**config.mk**
```make
export PLATFORM = sky130hd
export DESIGN_NAME = rpm_top
export DESIGN_NICKNAME = d
export VERILOG_FILES = /design/src/verilog/rpm_pkg.sv /design/src/verilog/rpm_ram.sv /design/src/verilog/rpm_top.sv
export SDC_FILE = /design/constraint.sdc
export NUM_CORES = 2
export LEC_CHECK = 0
export BUFFER_PORTS_ARGS = -buffer_cell sky130_fd_sc_hd__clkbuf_2
export CORE_UTILIZATION = 40
export CTS_BUF_LIST = sky130_fd_sc_hd__clkbuf_16
export DETAILED_ROUTE_END_ITERATION = 8
export PLACE_DENSITY_LB_ADDON = 0.08
export SETUP_SLACK_MARGIN = 0.1
export SLEW_MARGIN = 10
export SYNTH_ARGS = -nofsm -noshare
export SYNTH_HDL_FRONTEND = slang
export SYNTH_HIERARCHICAL = 1
export SYNTH_SLANG_ARGS = --single-unit
```
**constraint.sdc**
```tcl
create_clock -name mclk_in -period 8.15 [get_ports mclk_in]
set_input_delay 0 -clock mclk_in [delete_from_list [all_inputs] [get_ports mclk_in]]
set_output_delay 0 -clock mclk_in [all_outputs]
set_load 0.005 [all_outputs]
```
**src/verilog/rpm_pkg.sv**
```systemverilog
package rpm_pkg;
   // Oscillator clocks per machine cycle
   localparam int RPM_CLKS_PER_MCYCLE = 12;
   // Machine cycles the reset pin must stay high
   localparam int RPM_RST_MCYCLES = 2;
   // Oscillator clocks the reset pin must stay high
   localparam int RPM_RST_HOLD_CLKS = RPM_RST_MCYCLES * RPM_CLKS_PER_MCYCLE;
   localparam int RPM_CNT_W = 5;
   localparam logic [RPM_CNT_W-1:0] RPM_RST_HOLD_LAST = 5'(RPM_RST_HOLD_CLKS - 1);
   // Reset vector of the program counter
   localparam logic [15:0] RPM_RESET_VECTOR = 16'h0000;
   // On-chip RAM geometry
   localparam int RPM_RAM_DEPTH = 256;
   localparam int RPM_RAM_AW = 8;
   localparam int RPM_RAM_DW = 8;
   // Reset values of the power control bits
   localparam logic RPM_IDLE_RST = 1'b0;
   localparam logic RPM_PD_RST = 1'b0;
   // Strobe levels
   localparam logic RPM_STROBE_HIGH = 1'b1;
   localparam logic RPM_STROBE_LOW = 1'b0;

   typedef enum logic [1:0] {
      RPM_ST_RESET = 2'b00,
      RPM_ST_ACTIVE = 2'b01,
      RPM_ST_IDLE = 2'b10,
      RPM_ST_PDOWN = 2'b11
   } rpm_state_t;
endpackage

```
**src/verilog/rpm_ram.sv**
```systemverilog
`timescale 1ns/10ps
`default_nettype none
// Retained data RAM; no reset so contents survive a running reset
module rpm_ram #(
   parameter int DEPTH = 256,
   parameter int AW = 8,
   parameter int DW = 8
) (
   input wire logic clk_in,
   input wire logic we_in,
   input wire logic [AW-1:0] addr_in,
   input wire logic [DW-1:0] wdata_in,
   output logic [DW-1:0] rdata_out
);
   logic [DW-1:0] mem [0:DEPTH-1];

   // Write port
   always_ff @(posedge clk_in) begin
      if (we_in) begin
         mem[addr_in] <= wdata_in;
      end
   end

   // Registered read port
   always_ff @(posedge clk_in) begin
      rdata_out <= mem[addr_in];
   end
endmodule
`default_nettype wire

```
**src/verilog/rpm_top.sv**
```systemverilog
`timescale 1ns/10ps
`default_nettype none
//////////////////////////////////////////////////////////////////////////////
// Function
// - Reset restarts execution at address zero
// - Strobes weakly high during reset
// - Reset never disturbs on-chip RAM
// - Reset loads all register reset values
// - Power-up reset drives ones on ports
// - Idle stops program counter, clocks keep running
// - Interrupt clears idle bit, resumes next
// - Reset exits idle or power-down fully
// - Idle drives both strobes high
// - Power-down stops clock, level interrupts wake
// - Level interrupt clears power-down bit, resumes
// - Power-down drives both strobes low
// - Standby freezes all state until clock
// - Standby holds strobes at prior levels
module rpm_top
   import rpm_pkg::*;
#(
   parameter int RAM_DEPTH = RPM_RAM_DEPTH,
   parameter int RAM_AW = RPM_RAM_AW,
   parameter int RAM_DW = RPM_RAM_DW
) (
   input wire logic mclk_in,
   input wire logic sys_rst_in,
   input wire logic reset_pin_in,
   input wire logic ext_level_irq_in,
   input wire logic enabled_irq_in,
   input wire logic idle_set_in,
   input wire logic pd_set_in,
   input wire logic addr_latch_strobe_core_in,
   input wire logic program_store_strobe_n_core_in,
   input wire logic ram_we_in,
   input wire logic [RAM_AW-1:0] ram_addr_in,
   input wire logic [RAM_DW-1:0] ram_wdata_in,
   output logic [RAM_DW-1:0] ram_rdata_out,
   output logic core_rst_out,
   output logic [15:0] pc_vector_out,
   output logic pc_run_out,
   output logic core_clk_en_out,
   output logic periph_clk_en_out,
   output logic port_force_ones_out,
   output logic idle_request_bit_out,
   output logic powerdown_request_bit_out,
   output logic wake_out,
   output logic addr_latch_strobe_out,
   output logic program_store_strobe_n_out,
   output logic strobe_weak_out
);
   rpm_state_t state;
   rpm_state_t next_state;
   logic [2:0] rst_sync;
   logic rst_filt;
   logic [2:0] irq_sync;
   logic irq_filt;
   logic [RPM_CNT_W-1:0] hold_cnt;
   logic pin_reset;
   logic idle_bit;
   logic pd_bit;
   logic next_idle_bit;
   logic next_pd_bit;
   logic ram_we_ok;

   //////////////////////////////////////////////////////////////////////////
   // Pin synchronisers: three stages, change taken when last two agree
   always_ff @(posedge mclk_in or posedge sys_rst_in) begin
      if (sys_rst_in) begin
         rst_sync <= 3'h0;
         rst_filt <= 1'b0;
      end else begin
         rst_sync <= {rst_sync[1:0], reset_pin_in};
         if (rst_sync[1] == rst_sync[2]) begin
            rst_filt <= rst_sync[2];
         end
      end
   end

   // Wake source runs on the same clock because power-down here only gates the core and peripheral clock enables
   always_ff @(posedge mclk_in or posedge sys_rst_in) begin
      if (sys_rst_in) begin
         irq_sync <= 3'h0;
         irq_filt <= 1'b0;
      end else begin
         irq_sync <= {irq_sync[1:0], ext_level_irq_in};
         if (irq_sync[1] == irq_sync[2]) begin
            irq_filt <= irq_sync[2];
         end
      end
   end

   //////////////////////////////////////////////////////////////////////////
   // Reset pin qualifier; short glitches never reach the core
   always_ff @(posedge mclk_in or posedge sys_rst_in) begin
      if (sys_rst_in) begin
         hold_cnt <= '0;
         pin_reset <= 1'b0;
      end else if (!rst_filt) begin
         hold_cnt <= '0;
         pin_reset <= 1'b0;
      end else if (hold_cnt == RPM_RST_HOLD_LAST) begin
         pin_reset <= 1'b1;
      end else begin
         hold_cnt <= hold_cnt + 1'b1;
      end
   end

   //////////////////////////////////////////////////////////////////////////
   // Power control bits; hardware wake clears win over a software set
   always_comb begin
      next_idle_bit = idle_bit;
      next_pd_bit = pd_bit;
      if (state == RPM_ST_ACTIVE) begin
         if (idle_set_in) begin
            next_idle_bit = 1'b1;
         end
         if (pd_set_in) begin
            next_pd_bit = 1'b1;
         end
      end
      if (state == RPM_ST_IDLE && enabled_irq_in) begin
         next_idle_bit = 1'b0;
      end
      if (state == RPM_ST_PDOWN && irq_filt) begin
         next_pd_bit = 1'b0;
      end
   end

   always_ff @(posedge mclk_in or posedge sys_rst_in) begin
      if (sys_rst_in) begin
         idle_bit <= RPM_IDLE_RST;
         pd_bit <= RPM_PD_RST;
      end else if (pin_reset) begin
         idle_bit <= RPM_IDLE_RST;
         pd_bit <= RPM_PD_RST;
      end else begin
         idle_bit <= next_idle_bit;
         pd_bit <= next_pd_bit;
      end
   end

   //////////////////////////////////////////////////////////////////////////
   // Mode sequencer; power-down takes priority when both bits are set
   always_comb begin
      next_state = state;
      case (state)
         RPM_ST_RESET: begin
            next_state = RPM_ST_ACTIVE;
         end
         RPM_ST_ACTIVE: begin
            if (pd_set_in) begin
               next_state = RPM_ST_PDOWN;
            end else if (idle_set_in) begin
               next_state = RPM_ST_IDLE;
            end
         end
         RPM_ST_IDLE: begin
            if (enabled_irq_in) begin
               next_state = RPM_ST_ACTIVE;
            end
         end
         RPM_ST_PDOWN: begin
            if (irq_filt) begin
               next_state = RPM_ST_ACTIVE;
            end
         end
         default: begin
            next_state = RPM_ST_RESET;
         end
      endcase
   end

   // A qualified pin reset overrides every mode, just like power-on
   always_ff @(posedge mclk_in or posedge sys_rst_in) begin
      if (sys_rst_in) begin
         state <= RPM_ST_RESET;
      end else if (pin_reset) begin
         state <= RPM_ST_RESET;
      end else begin
         state <= next_state;
      end
   end

   //////////////////////////////////////////////////////////////////////////
   // Core controls; clock gating of mclk by outside logic simply freezes these
   always_ff @(posedge mclk_in or posedge sys_rst_in) begin
      if (sys_rst_in) begin
         core_rst_out <= 1'b1;
         pc_vector_out <= RPM_RESET_VECTOR;
         pc_run_out <= 1'b0;
         core_clk_en_out <= 1'b0;
         periph_clk_en_out <= 1'b0;
         port_force_ones_out <= 1'b1;
         wake_out <= 1'b0;
      end else begin
         core_rst_out <= pin_reset || next_state == RPM_ST_RESET;
         pc_vector_out <= RPM_RESET_VECTOR;
         pc_run_out <= !pin_reset && next_state == RPM_ST_ACTIVE;
         core_clk_en_out <= !pin_reset && next_state != RPM_ST_PDOWN;
         periph_clk_en_out <= !pin_reset && next_state != RPM_ST_PDOWN;
         port_force_ones_out <= pin_reset || next_state == RPM_ST_RESET;
         wake_out <= !pin_reset && next_state == RPM_ST_ACTIVE &&
                     (state == RPM_ST_IDLE || state == RPM_ST_PDOWN);
      end
   end

   // Visible copies of the power control bits
   always_ff @(posedge mclk_in or posedge sys_rst_in) begin
      if (sys_rst_in) begin
         idle_request_bit_out <= RPM_IDLE_RST;
         powerdown_request_bit_out <= RPM_PD_RST;
      end else begin
         idle_request_bit_out <= pin_reset ? RPM_IDLE_RST : next_idle_bit;
         powerdown_request_bit_out <= pin_reset ? RPM_PD_RST : next_pd_bit;
      end
   end

   //////////////////////////////////////////////////////////////////////////
   // Strobes; held in flops so a stopped clock keeps the last levels
   always_ff @(posedge mclk_in or posedge sys_rst_in) begin
      if (sys_rst_in) begin
         addr_latch_strobe_out <= RPM_STROBE_HIGH;
         program_store_strobe_n_out <= RPM_STROBE_HIGH;
         strobe_weak_out <= 1'b1;
      end else if (pin_reset || next_state == RPM_ST_RESET) begin
         addr_latch_strobe_out <= RPM_STROBE_HIGH;
         program_store_strobe_n_out <= RPM_STROBE_HIGH;
         strobe_weak_out <= 1'b1;
      end else begin
         strobe_weak_out <= 1'b0;
         case (next_state)
            RPM_ST_IDLE: begin
               addr_latch_strobe_out <= RPM_STROBE_HIGH;
               program_store_strobe_n_out <= RPM_STROBE_HIGH;
            end
            RPM_ST_PDOWN: begin
               addr_latch_strobe_out <= RPM_STROBE_LOW;
               program_store_strobe_n_out <= RPM_STROBE_LOW;
            end
            default: begin
               addr_latch_strobe_out <= addr_latch_strobe_core_in;
               program_store_strobe_n_out <= program_store_strobe_n_core_in;
            end
         endcase
      end
   end

   //////////////////////////////////////////////////////////////////////////
   // RAM writes only while running; reset and power-down keep contents
   assign ram_we_ok = ram_we_in && !pin_reset && state == RPM_ST_ACTIVE;

   rpm_ram #(
      .DEPTH(RAM_DEPTH),
      .AW(RAM_AW),
      .DW(RAM_DW)
   ) u_ram (
      .clk_in(mclk_in),
      .we_in(ram_we_ok),
      .addr_in(ram_addr_in),
      .wdata_in(ram_wdata_in),
      .rdata_out(ram_rdata_out)
   );
endmodule
`default_nettype wire

```
==> results_tabular.tex <==
\begin{tabular}{lr}
\hline
Metric & Value \\
\hline
\multicolumn{2}{l}{\textbf{Status}} \\
\quad Result of the run & finished, final reports clean \\
\multicolumn{2}{l}{\textbf{Drt}} \\
\quad Detailed-router iteration count before antenna repair & 7 \\
\quad DRT antenna net count & 0 \\
\quad Initial DRC count & 3779 \\
\quad Number of DRC violations after detailed routing & 0 \\
\quad Average wire per standard cell & 32.1 µm \\
\quad Final WL & 213 mm \\
\quad Routed via count & 38281 \\
\quad Vias per std cell & 5.78 \\
\multicolumn{2}{l}{\textbf{Floorplanning}} \\
\quad Vertical extent of the die & 448 µm \\
\quad DIE WIDTH & 448 µm \\
\quad Number of primary I/O pins & 61 \\
\quad Initial Utilization & 40.3\% \\
\quad Die area & 201000 µm² \\
\quad Site row count & 163 \\
\quad Core footprint & 197000 µm² \\
\multicolumn{2}{l}{\textbf{Place}} \\
\quad Cell area reported after detailed placement & 83100 µm² \\
\quad Number of port buffers & 44 \\
\quad Placed cell count & 6184 \\
\quad Placer congestion estimate & 0.784 \\
\quad Total half-perimeter wirelength after legalization and detailed placement & 125 mm \\
\multicolumn{2}{l}{\textbf{STA}} \\
\quad Final clock skew & 0.0332 ns \\
\quad Summed negative setup slack over all endpoints & 0 ns \\
\quad Max transition margin & 13.1\% \\
\quad Unrepaired setup endpoints after global routing & no \\
\quad Shortest clock period the worst path allows after layout & 3.77 ns \\
\quad Final clock period utilization by the worst path & 46.2\% \\
\quad Least-Margin Pin Slew & 1.30 ns \\
\quad Fmax & 265 MHz \\
\quad Final setup vio count & 0 \\
\quad Hold Violations, Final & 0 \\
\quad Final Slew Violations & 0 \\
\multicolumn{2}{l}{\textbf{CTS}} \\
\quad TritonCTS buffer count & 218 \\
\quad Sink count of the clock tree & 2080 \\
\quad Clock latency reported for the late side of the worst-skew pair & 0.83 ns \\
\quad Buffer levels on the longest clock path & 3 \\
\quad Total setup buffers inserted after CTS & 0 \\
\quad CTS Root Buffer Type & sky130\_fd\_sc\_hd\_\_clkbuf\_16 \\
\quad CTS tree & built \\
\quad Count of cells resized by post-cts repair & 0 \\
\quad H-tree level count & 4 \\
\quad Clock Pin Slew Worst Setup and Hold Paths & 0.06 ns \\
\multicolumn{2}{l}{\textbf{Synthesis}} \\
\quad Avg Synthesized Cell Area & 21.9 µm² \\
\quad Area contributors post-synth & sky130\_fd\_sc\_hd\_\_edfxtp\_1, sky130\_fd\_sc\_hd\_\_mux4\_2, sky130\_fd\_sc\_hd\_\_a22oi\_1 \\
\quad Number of flops mapped to enable cells by yosys & 2048 \\
\quad Synthesized area & 79600 µm² \\
\quad Leading area contributor after synthesis & sky130\_fd\_sc\_hd\_\_edfxtp\_1 \\
\quad Count of cell types in the netlist & 43 \\
\quad Ranking of synthesized cells by instance count & sky130\_fd\_sc\_hd\_\_edfxtp\_1, sky130\_fd\_sc\_hd\_\_mux4\_2, sky130\_fd\_sc\_hd\_\_a22oi\_1, sky130\_fd\_sc\_hd\_\_nor2\_1, sky130\_fd\_sc\_hd\_\_clkbuf\_1 \\
\quad Number of instances in the synthesized netlist & 3639 \\
\quad Synthesis-stage register bit count & 2080 \\
\quad Area share of the leading cell type in the synthesized netlist & 77.3\% \\
\quad YS warnings & 6 \\
\quad Most frequent cell after synthesis & sky130\_fd\_sc\_hd\_\_edfxtp\_1 \\
\quad Share of the yosys chip area belonging to registers & 78.2\% \\
\quad Primary FF master, synth & sky130\_fd\_sc\_hd\_\_edfxtp\_1 \\
\quad Asr flop ratio synth & 1.15\% \\
\multicolumn{2}{l}{\textbf{Global route}} \\
\quad Largest net degree at the start of global routing & 113 \\
\quad Antenna violations before repair & 9 \\
\quad Vias in the first global route & 39862 \\
\quad Wire length of the first global-routing pass & 303 mm \\
\quad GRT Overall Usage & 21.4\% \\
\quad Total congestion overflow & 0 \\
\multicolumn{2}{l}{\textbf{Final layout}} \\
\quad Area of combinational cells with multiple inputs & 16300 µm² \\
\quad Non-filler cells in the finished layout & 6626 \\
\quad Fill cell instance count of the final layout & 16608 \\
\quad Sequential standard cell area & 62300 µm² \\
\quad Area growth, synth to finish & 13.4\% \\
\quad Area of all placed cells without fillers & 90200 µm² \\
\quad Nets & 3821 \\
\quad Fraction of final layout cells sized beyond drive strength 1 & 24.8\% \\
\multicolumn{2}{l}{\textbf{Setup path}} \\
\quad Type of the setup path with the least slack & reg2reg \\
\quad Required time at the worst-slack endpoint & 8.60 ns \\
\quad Highest fanout seen on the critical path & 13 \\
\quad Critical Path Start Type & flip-flop \\
\quad CP arrival & 4.22 ns \\
\quad Setup crit end kind & flip-flop \\
\multicolumn{2}{l}{\textbf{Power}} \\
\quad Pwr/cell area & 247 nW/µm² \\
\quad Lkg Pwr & 0.0276 µW \\
\quad Highest ir drop seen on vdd & 0.187 mV \\
\multicolumn{2}{l}{\textbf{Run}} \\
\quad Max-cap violation count & 0 \\
\multicolumn{2}{l}{\textbf{Min path}} \\
\quad Kind of path behind the tightest hold check & in2reg \\
\hline
\end{tabular}
[layout by cell type (no fill, tap or decap), types with 8 or more instances in the layout]
master	netlist	final
sky130_fd_sc_hd__edfxtp_1	2048	2048
sky130_fd_sc_hd__nor3_1	30	25
sky130_fd_sc_hd__nor2_1	234	233
sky130_fd_sc_hd__clkinvlp_4	0	8
sky130_fd_sc_hd__o41ai_2	0	18
sky130_fd_sc_hd__a22oi_1	256	256
sky130_fd_sc_hd__nand3_1	15	14
sky130_fd_sc_hd__mux4_2	512	512
sky130_fd_sc_hd__clkinv_1	0	56
sky130_fd_sc_hd__a21oi_1	131	131
sky130_fd_sc_hd__clkbuf_16	0	221
sky130_fd_sc_hd__bufinv_16	0	14
sky130_fd_sc_hd__nand4_1	8	8
sky130_fd_sc_hd__clkinv_2	0	30
sky130_fd_sc_hd__dfxtp_1	8	8
sky130_fd_sc_hd__dfrtp_1	21	21
sky130_fd_sc_hd__dlygate4sd3_1	0	29
sky130_fd_sc_hd__buf_12	0	8
sky130_fd_sc_hd__conb_1	1	16
sky130_fd_sc_hd__o41ai_1	32	14
sky130_fd_sc_hd__inv_1	6	71
sky130_fd_sc_hd__nand2_1	29	27
sky130_fd_sc_hd__buf_8	0	10
sky130_fd_sc_hd__buf_4	36	90
sky130_fd_sc_hd__clkbuf_2	0	34
sky130_fd_sc_hd__inv_6	0	9
[final cells by class]
cell class | instances | area share, %
clock buffer | 221 | 6.13
antenna | 2 | 0.00555
tap | 2640 | 3.66
multi-input combinational | 1314 | 18.1
sequential | 2080 | 69.0
clock inverter | 189 | 1.44
timing repair buffer | 174 | 1.65
inverter | 6 | 0.0250
[registers in the layout, summed over array words and instances, names as in the netlist]
name,flops
irq_filt,1
pc_run_out,1
u_ram/rdata_out,8
state,2
rst_filt,1
periph_clk_en_out,1
powerdown_request_bit_out,1
wake_out,1
hold_cnt,5
pin_reset,1
addr_latch_strobe_out,1
idle_request_bit_out,1
irq_sync,3
rst_sync,3
program_store_strobe_n_out,1
port_force_ones_out,1
u_ram/mem,2048
[worst max-delay path, cell delays in order, from the launching register on]
cell	delay, ns
sky130_fd_sc_hd__dfrtp_1	0.51
sky130_fd_sc_hd__nor4bb_4	0.34
sky130_fd_sc_hd__buf_4	0.31
sky130_fd_sc_hd__inv_1	0.11
sky130_fd_sc_hd__nor2_1	0.27
sky130_fd_sc_hd__nand2_2	0.69
sky130_fd_sc_hd__nor2_1	1.10
[per-stage QoR]
step / total power [µW] / utilization (%) / hold WS [ns] / worst slack (ns)
2_1_floorplan: 12600 / - / 0.0124 / 5.46
3_3_place_gp: 13100 / 42.0 / 0.112 / 2.80
3_5_place_dp: 13100 / 42.1 / 0.111 / 3.82
4_1_cts: 22600 / 45.7 / 0.0471 / 4.39
5_1_grt: 23000 / 45.7 / 0.109 / 4.17
6_report: 22300 / 45.7 / 0.108 / 4.38
[kinds of logic after synthesis]
| logic type | share of synthesized area, % |
|---|---|
| XOR/XNOR | 0.0330 |
| AND/OR/NAND/NOR | 1.87 |
| AO/OA/AOI/OAI | 3.65 |
| multiplexers | 14.6 |
| adder cells (fa/ha/maj) | 0.0409 |
| flip-flops | 78.2 |
| buffers and inverters | 1.61 |
| other | 0.00471 |
[per-layer routing]
layer / vias to the layer above / global-route usage (%) / wire length [µm]
met5: - / 0 / 0
met4: 0 / 5.32 / 4740
met3: 284 / 3.49 / 11500
met2: 1149 / 34.7 / 105000
met1: 21143 / 30.2 / 92300
li1: 15705 / - / -
[path summary, 6_finish.rpt]
kind / from / endpoint / slack (ns) / cells after the start
setup / recovery: state[0]$_DFF_PP0_ / u_ram/mem[181][7]$_DFFE_PP_ / 4.38 / 6
hold / removal: ram_addr_in[2] / u_ram/mem[145][1]$_DFFE_PP_ / 0.11 / 3
setup reg to reg: state[0]$_DFF_PP0_ / u_ram/mem[181][7]$_DFFE_PP_ / 4.38 / 6
hold reg to reg: irq_sync[0]$_DFF_PP0_ / irq_sync[1]$_DFF_PP0_ / 0.36 / 0
max in group asynchronous: sys_rst_in / hold_cnt[0]$_DFFE_PP0P_ / 7.16 / 4
min in group asynchronous: sys_rst_in / pc_run_out$_DFF_PP0_ / 0.43 / 4
[power by group]
part	internal [µW]	leakage [µW]	switching [µW]
Clock	5340	0.00357	4100
Combinational	367	0.00532	697
Sequential	11800	0.0188	35.3
Total	17500	0.0276	4830
[timing repair]
item	in CTS	in global routing
hold buffers	29	0
setup endpoints to repair	0	0
endpoints found under the hold margin	801	0
(Power assumes the default switching activity.)
